### src/core/sac_regs.svh
`ifndef SAC_REGS_SVH
`define SAC_REGS_SVH

`define SAC_ADDR_W        8
`define SAC_ADDR_LSB      2
`define SAC_ADDR_SCR      8'h3C
`define SAC_ADDR_RESULT   8'h40
`define SAC_ADDR_CLKDIV   8'h44
`define SAC_ADDR_IRQ_STAT 8'h48
`define SAC_ADDR_IRQ_MASK 8'h4C

`define SAC_SCR_DONE      7
`define SAC_SCR_IRQ_EN    6
`define SAC_SCR_CONT      5
`define SAC_CHAN_W        5
`define SAC_CHAN_OFF      5'h1F

`define SAC_DIV_HI       7
`define SAC_DIV_LO       5
`define SAC_DIV_W        3
`define SAC_DIV_PAD      5'h00
`define SAC_DIVCNT_W     4

`define SAC_IRQ_W        2
`define SAC_IRQ_DONE     0
`define SAC_IRQ_ABORT    1
`define SAC_MASK_RST     2'h3

`define SAC_NUM_CH       4
`define SAC_AIN_W        10
`define SAC_RES_W        8
`define SAC_CODE_MAX     8'hFF
`define SAC_CODE_MIN     8'h00
`define SAC_SAR_MSB      8'h80
`define SAC_CONV_TICKS   16
`define SAC_CNT_W        5
`define SAC_BUS_W        32

`endif

### src/core/sac_pkg.sv
`include "sac_regs.svh"

package sac_pkg;

	typedef enum logic [1:0] {
		SEQ_IDLE = 2'b00,
		SEQ_ARM  = 2'b01,
		SEQ_CONV = 2'b11
	} sac_seq_e;

	typedef struct packed {
		logic                  busy;
		logic                  done;
		logic [`SAC_CNT_W-1:0] cnt;
		logic [`SAC_RES_W-1:0] hold;
		logic [`SAC_RES_W-1:0] code;
		logic [`SAC_RES_W-1:0] bitm;
	} sac_eng_s;

	typedef struct packed {
		logic                                   ack;
		logic [`SAC_RES_W-1:0]                  rdata;
		logic [`SAC_CHAN_W-1:0]                 channel_select_field;
		logic                                   continuous_mode_bit;
		logic                                   conv_irq_enable;
		logic                                   conversion_done_flag;
		logic [`SAC_RES_W-1:0]                  result;
		logic [`SAC_DIV_W-1:0]                  prescale;
		logic [`SAC_DIVCNT_W-1:0]               div_cnt;
		logic                                   tick;
		sac_seq_e                               seq;
		logic [`SAC_IRQ_W-1:0]                  irq_stat;
		logic [`SAC_IRQ_W-1:0]                  irq_mask;
		logic [`SAC_NUM_CH-1:0][`SAC_AIN_W-1:0] ain_meta;
		logic [`SAC_NUM_CH-1:0][`SAC_AIN_W-1:0] ain_sync;
		logic [`SAC_NUM_CH-1:0][`SAC_AIN_W-1:0] ain_prev;
		logic [`SAC_NUM_CH-1:0][`SAC_AIN_W-1:0] ain_hold;
		logic [`SAC_NUM_CH-1:0]                 pin_meta;
		logic [`SAC_NUM_CH-1:0]                 pin_sync;
	} sac_ctl_s;

endpackage

### src/core/sac_sar_engine.sv
`include "sac_regs.svh"

module sac_sar_engine #(
	parameter int CONV_TICKS = `SAC_CONV_TICKS
) (
	input  wire logic                  clk_i,
	input  wire logic                  resetn_i,
	input  wire logic                  tick_i,
	input  wire logic                  start_i,
	input  wire logic                  abort_i,
	input  wire logic [`SAC_RES_W-1:0] sample_i,
	output logic                       busy_o,
	output logic                       done_o,
	output logic [`SAC_RES_W-1:0]      result_o
);

	localparam logic [`SAC_CNT_W-1:0] CNT_LAST = `SAC_CNT_W'(CONV_TICKS - 1);

	if (CONV_TICKS < 9 || CONV_TICKS > 31) begin : g_chk
		$error("sac_sar_engine: CONV_TICKS must lie in 9..31");
	end

	sac_pkg::sac_eng_s s;
	sac_pkg::sac_eng_s n;

	always_comb begin
		n = s;
		n.done = 1'b0;
		if (abort_i) begin
			n.busy = 1'b0;
		end else if (tick_i) begin
			if (start_i) begin
				// input captured once so a moving source cannot skew the bits
				n.busy = 1'b1;
				n.cnt  = '0;
				n.hold = sample_i;
				n.code = `SAC_CODE_MIN;
				n.bitm = `SAC_SAR_MSB;
			end else if (s.busy) begin
				if (|s.bitm) begin
					if ((s.code | s.bitm) <= s.hold) begin
						n.code = s.code | s.bitm;
					end
					n.bitm = s.bitm >> 1;
				end
				n.cnt = s.cnt + `SAC_CNT_W'(1);
				if (s.cnt == CNT_LAST) begin
					n.busy = 1'b0;
					n.done = 1'b1;
				end
			end
		end
	end

	always_ff @(posedge clk_i or negedge resetn_i) begin
		if (!resetn_i) begin
			s <= '0;
		end else begin
			s <= n;
		end
	end

	assign busy_o   = s.busy;
	assign done_o   = s.done;
	assign result_o = s.code;

endmodule

### src/core/sac_adc_ctrl.sv
// Our own choice: the Wishbone slave port.
`include "sac_regs.svh"

module sac_adc_ctrl #(
	parameter int CONV_TICKS = `SAC_CONV_TICKS
) (
	input  wire logic                                   clk_i,
	input  wire logic                                   resetn_i,
	input  wire logic                                   wb_cyc_i,
	input  wire logic                                   wb_stb_i,
	input  wire logic                                   wb_we_i,
	input  wire logic [`SAC_ADDR_W-1:0]                 wb_adr_i,
	input  wire logic [3:0]                             wb_sel_i,
	input  wire logic [`SAC_BUS_W-1:0]                  wb_dat_i,
	output logic [`SAC_BUS_W-1:0]                       wb_dat_o,
	output logic                                        wb_ack_o,
	input  wire logic [`SAC_NUM_CH-1:0][`SAC_AIN_W-1:0] ain_i,
	input  wire logic [`SAC_NUM_CH-1:0]                 pin_in_i,
	output logic [`SAC_NUM_CH-1:0]                      pin_out_o,
	output logic [`SAC_NUM_CH-1:0]                      pin_oe_o,
	input  wire logic [`SAC_NUM_CH-1:0]                 port_latch_i,
	input  wire logic [`SAC_NUM_CH-1:0]                 port_ddr_i,
	output logic [`SAC_NUM_CH-1:0]                      port_read_o,
	input  wire logic                                   wait_mode_i,
	output logic                                        power_down_o,
	output logic                                        irq_o,
	output logic                                        wake_o
);

	if (CONV_TICKS < 9 || CONV_TICKS > 31) begin : g_chk
		$error("sac_adc_ctrl: CONV_TICKS must lie in 9..31");
	end

	// divide ratio minus one for the prescale code
	function automatic logic [`SAC_DIVCNT_W-1:0] ratio_m1(input logic [`SAC_DIV_W-1:0] code);
		logic [`SAC_DIVCNT_W-1:0] r;
		r = 4'h0;
		if (code[`SAC_DIV_W-1]) begin
			r = 4'hF;
		end else begin
			unique case (code[1:0])
				2'h0: r = 4'h0;
				2'h1: r = 4'h1;
				2'h2: r = 4'h3;
				2'h3: r = 4'h7;
			endcase
		end
		return r;
	endfunction

	// clamps a signed input level onto the code range
	function automatic logic [`SAC_RES_W-1:0] saturate(input logic [`SAC_AIN_W-1:0] v);
		logic [`SAC_RES_W-1:0] c;
		c = v[`SAC_RES_W-1:0];
		if (v[`SAC_AIN_W-1]) begin
			c = `SAC_CODE_MIN;
		end else if (|v[`SAC_AIN_W-2:`SAC_RES_W]) begin
			c = `SAC_CODE_MAX;
		end
		return c;
	endfunction

	function automatic logic hit(input logic [`SAC_ADDR_W-1:0] addr,
	                             input logic [`SAC_ADDR_W-1:0] base);
		return addr[`SAC_ADDR_W-1:`SAC_ADDR_LSB] == base[`SAC_ADDR_W-1:`SAC_ADDR_LSB];
	endfunction

	sac_pkg::sac_ctl_s      s;
	sac_pkg::sac_ctl_s      n;
	logic                   req;
	logic                   wr;
	logic                   rd;
	logic                   wr_scr;
	logic                   start;
	logic                   off;
	logic                   eng_done;
	logic [`SAC_RES_W-1:0]  eng_code;
	logic [`SAC_RES_W-1:0]  sample;
	logic [`SAC_NUM_CH-1:0] in_use;

	assign req    = wb_cyc_i & wb_stb_i & ~s.ack;
	assign wr     = req & wb_we_i & wb_sel_i[0];
	assign rd     = req & ~wb_we_i;
	assign wr_scr = wr & hit(wb_adr_i, `SAC_ADDR_SCR);
	assign off    = s.channel_select_field == `SAC_CHAN_OFF;
	// first converter clock after the write; a write in the tick cycle waits one more
	assign start  = (s.seq == sac_pkg::SEQ_ARM) & s.tick & ~wr_scr;

	always_comb begin
		sample = `SAC_CODE_MIN;
		if (s.channel_select_field < `SAC_CHAN_W'(`SAC_NUM_CH)) begin
			sample = saturate(s.ain_hold[s.channel_select_field[1:0]]);
		end
	end

	sac_sar_engine #(
		.CONV_TICKS (CONV_TICKS)
	) u_engine (
		.clk_i    (clk_i),
		.resetn_i (resetn_i),
		.tick_i   (s.tick),
		.start_i  (start),
		.abort_i  (wr_scr),
		.sample_i (sample),
		.busy_o   (),
		.done_o   (eng_done),
		.result_o (eng_code)
	);

	always_comb begin
		n = s;
		n.ack      = req;
		n.ain_meta = ain_i;
		n.ain_sync = s.ain_meta;
		n.pin_meta = pin_in_i;
		n.pin_sync = s.pin_meta;
		n.ain_prev = s.ain_sync;
		// taken once two reads agree: a torn word never reaches the engine
		// limitation: a level that never settles leaves the last settled one
		for (int i = 0; i < `SAC_NUM_CH; i++) begin
			if (s.ain_sync[i] == s.ain_prev[i]) begin
				n.ain_hold[i] = s.ain_sync[i];
			end
		end

		// converter clock as a one-cycle enable
		n.tick = 1'b0;
		if (s.div_cnt >= ratio_m1(s.prescale)) begin
			n.div_cnt = '0;
			n.tick    = 1'b1;
		end else begin
			n.div_cnt = s.div_cnt + `SAC_DIVCNT_W'(1);
		end

		if (start) begin
			n.seq = sac_pkg::SEQ_CONV;
		end

		// reads and clears come before the hardware sets so a set is never lost
		if (req) begin
			n.rdata = '0;
			if (hit(wb_adr_i, `SAC_ADDR_SCR)) begin
				n.rdata = {s.conversion_done_flag, s.conv_irq_enable,
				           s.continuous_mode_bit, s.channel_select_field};
			end else if (hit(wb_adr_i, `SAC_ADDR_RESULT)) begin
				n.rdata = s.result;
			end else if (hit(wb_adr_i, `SAC_ADDR_CLKDIV)) begin
				n.rdata = {s.prescale, `SAC_DIV_PAD};
			end else if (hit(wb_adr_i, `SAC_ADDR_IRQ_STAT)) begin
				n.rdata = `SAC_RES_W'(s.irq_stat);
			end else if (hit(wb_adr_i, `SAC_ADDR_IRQ_MASK)) begin
				n.rdata = `SAC_RES_W'(s.irq_mask);
			end
		end
		if (rd && hit(wb_adr_i, `SAC_ADDR_RESULT)) begin
			n.conversion_done_flag = 1'b0;
		end
		if (wr) begin
			if (hit(wb_adr_i, `SAC_ADDR_CLKDIV)) begin
				n.prescale = wb_dat_i[`SAC_DIV_HI:`SAC_DIV_LO];
				n.div_cnt  = '0;
			end
			if (hit(wb_adr_i, `SAC_ADDR_IRQ_STAT)) begin
				n.irq_stat = s.irq_stat & ~wb_dat_i[`SAC_IRQ_W-1:0];
			end
			if (hit(wb_adr_i, `SAC_ADDR_IRQ_MASK)) begin
				n.irq_mask = wb_dat_i[`SAC_IRQ_W-1:0];
			end
		end

		// a finished conversion always lands, even beside a control write
		if (eng_done && s.seq == sac_pkg::SEQ_CONV) begin
			n.result = eng_code;
			if (s.conv_irq_enable) begin
				n.irq_stat[`SAC_IRQ_DONE] = 1'b1;
			end else begin
				n.conversion_done_flag = 1'b1;
			end
			if (s.continuous_mode_bit) begin
				n.seq = sac_pkg::SEQ_ARM;
			end else begin
				n.seq = sac_pkg::SEQ_IDLE;
			end
		end

		if (wr_scr) begin
			n.conv_irq_enable      = wb_dat_i[`SAC_SCR_IRQ_EN];
			n.continuous_mode_bit  = wb_dat_i[`SAC_SCR_CONT];
			n.channel_select_field = wb_dat_i[`SAC_CHAN_W-1:0];
			if (s.seq != sac_pkg::SEQ_IDLE && !(eng_done && !s.continuous_mode_bit)) begin
				// flags the lost conversion so software can drop it
				n.irq_stat[`SAC_IRQ_ABORT] = 1'b1;
			end
			if (wb_dat_i[`SAC_CHAN_W-1:0] == `SAC_CHAN_OFF) begin
				n.seq = sac_pkg::SEQ_IDLE;
			end else begin
				n.seq = sac_pkg::SEQ_ARM;
			end
		end
	end

	always_ff @(posedge clk_i or negedge resetn_i) begin
		if (!resetn_i) begin
			s          <= '0;
			s.channel_select_field <= `SAC_CHAN_OFF;
			s.irq_mask <= `SAC_MASK_RST;
		end else begin
			s <= n;
		end
	end

	for (genvar i = 0; i < `SAC_NUM_CH; i++) begin : g_pin
		assign in_use[i]      = s.channel_select_field == `SAC_CHAN_W'(i);
		assign pin_oe_o[i]    = port_ddr_i[i] & ~in_use[i];
		assign pin_out_o[i]   = port_latch_i[i];
		assign port_read_o[i] = port_ddr_i[i] ? port_latch_i[i] :
		                        (in_use[i] ? 1'b0 : s.pin_sync[i]);
	end

	assign wb_ack_o     = s.ack;
	assign wb_dat_o     = `SAC_BUS_W'(s.rdata);
	assign power_down_o = off;
	assign irq_o        = |(s.irq_stat & s.irq_mask);
	// the converter ignores wait mode, so its request can end it
	assign wake_o       = wait_mode_i & irq_o;

endmodule

### config.mk
export PLATFORM = sky130hd
export DESIGN_NAME = sac_adc_ctrl
export DESIGN_NICKNAME = d
export VERILOG_FILES = /design/src/core/sac_pkg.sv /design/src/core/sac_sar_engine.sv /design/src/core/sac_adc_ctrl.sv
export VERILOG_INCLUDE_DIRS = /design/src /design/src/core
export SDC_FILE = /design/constraint.sdc
export NUM_CORES = 1
export LEC_CHECK = 0
export BUFFER_PORTS_ARGS = -buffer_cell sky130_fd_sc_hd__buf_2
export CAP_MARGIN = 5
export CORE_MARGIN = 8
export CORE_UTILIZATION = 55
export DETAILED_ROUTE_END_ITERATION = 8
export PLACE_DENSITY = 0.78
export SETUP_SLACK_MARGIN = 0.3
export SLEW_MARGIN = 20
export SYNTH_ARGS = -nofsm -noshare
export SYNTH_HDL_FRONTEND = slang
export SYNTH_SLANG_ARGS = --single-unit
### constraint.sdc
create_clock -name clk_i -period 2.8 [get_ports clk_i]
set_input_delay 0.56 -clock clk_i [delete_from_list [all_inputs] [get_ports clk_i]]
set_output_delay 0.56 -clock clk_i [all_outputs]
set_load 0.05 [all_outputs]
==> impl_summary.md <==
Yosys
The main flop type after synthesis is dfrtp_1. dfrtp_1 is the most common cell in the netlist. The Yosys step of the flow raised 0 warnings.

Synthesis produced a netlist whose cell count is 667. The average instance in the mapped netlist occupies 13.71 um^2. The portion of the post-synthesis area used by sequential elements is 0.6521. Counting flops with an async set or reset pin after synthesis yields a share of 1.000. Synthesis instantiated 51 different standard cells from the library.

The synthesized design contains 238 register bits. The biggest area contributor in the post-synthesis netlist is dfrtp_1. The share of the synthesized area in the top cell type is 0.6320. Ranked by total cell area, the synthesized netlist is headed by dfrtp_1 63%, mux2_2 6.9%, nand2_1 3.2%. The area of the mapped netlist is 9146 um^2. The commonest cells after synthesis are 231 x dfrtp_1, 77 x nand2_1, 56 x mux2_2. In this run, synthesis inferred 0 flip-flops with an integrated enable.

CTS
The buffer depth of the longest clock path is 3. The clock transition at the registers of the reported paths is 60 ps. CTS saw 238 sinks. Clock latency on the worst-skew pair, taken at its later pin, is 510 ps. The total CTS buffers is 24. The clock tree root driver cell is clkbuf_16. CTS built an H-tree with a depth of 1. TritonCTS built the clock tree.

Layout
The final-layout fill cell count is 1170. The area overhead of the layout relative to synthesis is 17.05%. The post-route cell area is 10710 um^2. The non-filler instance count after layout is 1015. Of the cells placed in the final design, the portion with a size suffix greater than 1 is 0.3145.

The number of antenna cells inserted is 0. At the end of the flow, the number of nets in the layout was 894. The share of the core filled with cells in the final layout is 0.6525.

Detailed routing
The average wire per cell in the routed design is 17.16 um. The detail route stage leaves a number of antenna-violating nets equal to 0. The met3 routed wirelength is 943 um.

The wire length the detailed router placed on met1 is 6783 um. The total length of routed met2 wires is 9250 um. The total DRC errors in the routed layout is 0. The via count is 5380. The number of design-rule violations left by the first detailed-router iteration is 284. After detailed routing, no signal wire sits above met4. The pre-antenna-repair detailed-routing pass consisted of 7 iterations. The post-detailed-routing wire length is 17420 um. In the routed layout, each cell is associated on average with a via count of 5.300.

Placement
The sum of net half-perimeters after detailed placement is 12370 um. The count of buffers inserted at the top-level ports is 96. The number of placed instances, taps included is 966. After detailed placement, the total cell area comes to 9768 um^2. Routability-driven placement finished with a final weighted congestion of 0.8483. The post-place setup slack is 431.5 ps.

STA
The tightest hold path in the finished design has a slack of 62.52 ps. The part of the cycle the worst path needs is 0.9029. Setup violations remaining at the end of the flow were counted as 0. The final critical delay including setup and external delays is 2528 ps. The slew of the pin with the lowest slew margin is 701.2 ps. Measured against its own limit, the worst slew margin works out to 0.5290. The max-slew violation count is 0. Timing would allow up to 395.6 MHz.

The final worst clock skew is 10.31 ps. Setup slack on the critical path of the routed design comes to 272.0 ps. The count of final hold-check violations came to 0. The summed negative setup slack over all endpoints is 0 ps. Setup repair after global routing could not meet its margin everywhere.

Power and ir drop
The power per standard cell area is 828.1 nW/um^2. The sequential group share of total power is 0.460. The share of total power dissipated in the clock network is 0.366. The analysis attributes to net switching a power of 2.501 mW. Total power for the finished layout comes to 8.865 mW. The reported leakage power is 5.004 nW. VDD sags by at most 0.0005370 V. The net switching fraction of the power is 0.2821. The internal power consumption is 6.364 mW. The share of total power dissipated in combinational logic is 0.174.

Worst setup path
The largest single stage delay on the critical path is 400 ps. The worst setup path category is reg2out. The worst flop-to-flop path startpoint is s[193]$_DFFE_PN1N_. The launching element of the worst setup path is s[195]$_DFFE_PN1N_. Along the worst path, the maximum fanout reaches 2. Data arrives at the worst endpoint at 1970 ps.

The required time of the worst setup path is 2240 ps. The signal on the critical path passes through or3_4 > or3b_4 > and2_4 > buf_8. The worst-path cell with the longest stage delay is or3_4.

The element type at the critical path end is a primary output. STA classifies the critical path startpoint as a register.

Floorplanning
The overall die area is 21010 um^2. For this configuration, the core starts out at a cell density of 0.5575. 150 I/O pins were placed. The row count is 47. The die height is 145.0 um.

The width of the chip is 145.0 um. The total area inside the core boundary comes to 16410 um^2.

Status
The run finished with clean final reports.

GRT
The maximum number of pins on one net before global-route repair is 94. After global routing the overflow that remains totals 0. The all-layer global routing usage is 0.1648. The wire length of the first global-routing pass is 28770 um.

The number of antenna violations at the first check in global routing is 0. The via count of the first global-routing pass is 5771.

Run
The number of violations of the max-capacitance limit is 0.

Hold path
The worst hold path belongs to the class in2async.
## sequential cells by signal, indices dropped and copies added, names as in the netlist
name,count
u_engine.done_o,1
u_engine.result_o,8
wb_ack_o,1
u_engine.busy_o,1
s,114
wb_dat_o,8
n,84
u_engine.s,21
## path summary, 6_finish.rpt
check                                        endpoint  slack, ps  cells past startpoint
min in group clk_i                   n[102]$_DFF_PN0_        150                      1
setup reg to reg           u_engine.s[16]$_DFFE_PN0P_        590                      6
hold reg to reg                       n[79]$_DFF_PN0_        350                      0
hold / removal                        n[88]$_DFF_PN0_         60                      1
max in group asynchronous          s[168]$_DFFE_PN1P_       1940                      2
setup / recovery                          pin_oe_o[2]        270                      4
## logic make-up (layout without fill, tap and decap cells)
kind of cell	Yosys count	count (layout)	share of synthesized area
compound gates	82	82	0.05828
buf+inv	64	169	0.04186
fa+ha+maj	15	15	0.02052
other cells	1	24	0.0004100
mux	66	66	0.09357
simple gates	159	159	0.09303
xor+xnor	42	42	0.04022
flops	238	238	0.6521
## worst max-delay path, delay by kind of cell, from the launching register on
family                 cells  cell delay, ps
flip-flops                 1             370
AND/OR/NAND/NOR            3             950
buffers and inverters      1             140
## layout make-up
cell class	count	area (um^2)	area share
Sequential cell	238	5968	0.5575
Multi-Input combinational cell	388	2900	0.2709
Clock buffer	30	694.4	0.06487
Timing Repair Buffer	111	668.1	0.06241
Tap cell	220	275.3	0.02571
Clock inverter	14	146.4	0.01367
Inverter	14	52.55	0.004909
## cell usage in the layout, fill, tap and decap left out, types with 7 or more instances in the layout
cell       Yosys  final
clkbuf_16      0     25
o21ai_1        8     12
o211ai_1       7      7
inv_1         14     14
nand2_1       77     77
nand3_1        7      7
xnor2_1       33     33
mux4_2        10     10
buf_4         36     15
ha_1          15     15
nor2_1        24     24
o21ai_0       24     20
or2_2          7      7
xor2_1         9      9
buf_2          6     88
conb_1         1     24
mux2_2        56     56
a21oi_1       17     17
dfrtp_1      231    231
nand4_1       11     11
## repair_timing
item	CTS	global route
gates resized for setup	15	4
setup endpoints to repair	8	8
pin swaps	4	1
hold buffers	0	0
cloned	0	0
buffers inserted	3	2
## metal layers
metal	up-vias	GRT usage
met2	168	0.2974
met3	43	0.03545
met4	0	0.05366
met5	-	0
li1	2463	-
met1	2706	0.1914
## power by group through the flow
stage	Clock, mW	Sequential [mW]	Combinational [mW]
after floorplan	0	4.03	1.19
after global placement	0	4.10	1.42
after detailed placement	0	4.13	1.51
after CTS	3.32	4.08	1.54
after global routing	3.46	4.11	1.72
final	3.25	4.08	1.54
Note: power is estimated with default switching activity, not from simulation.
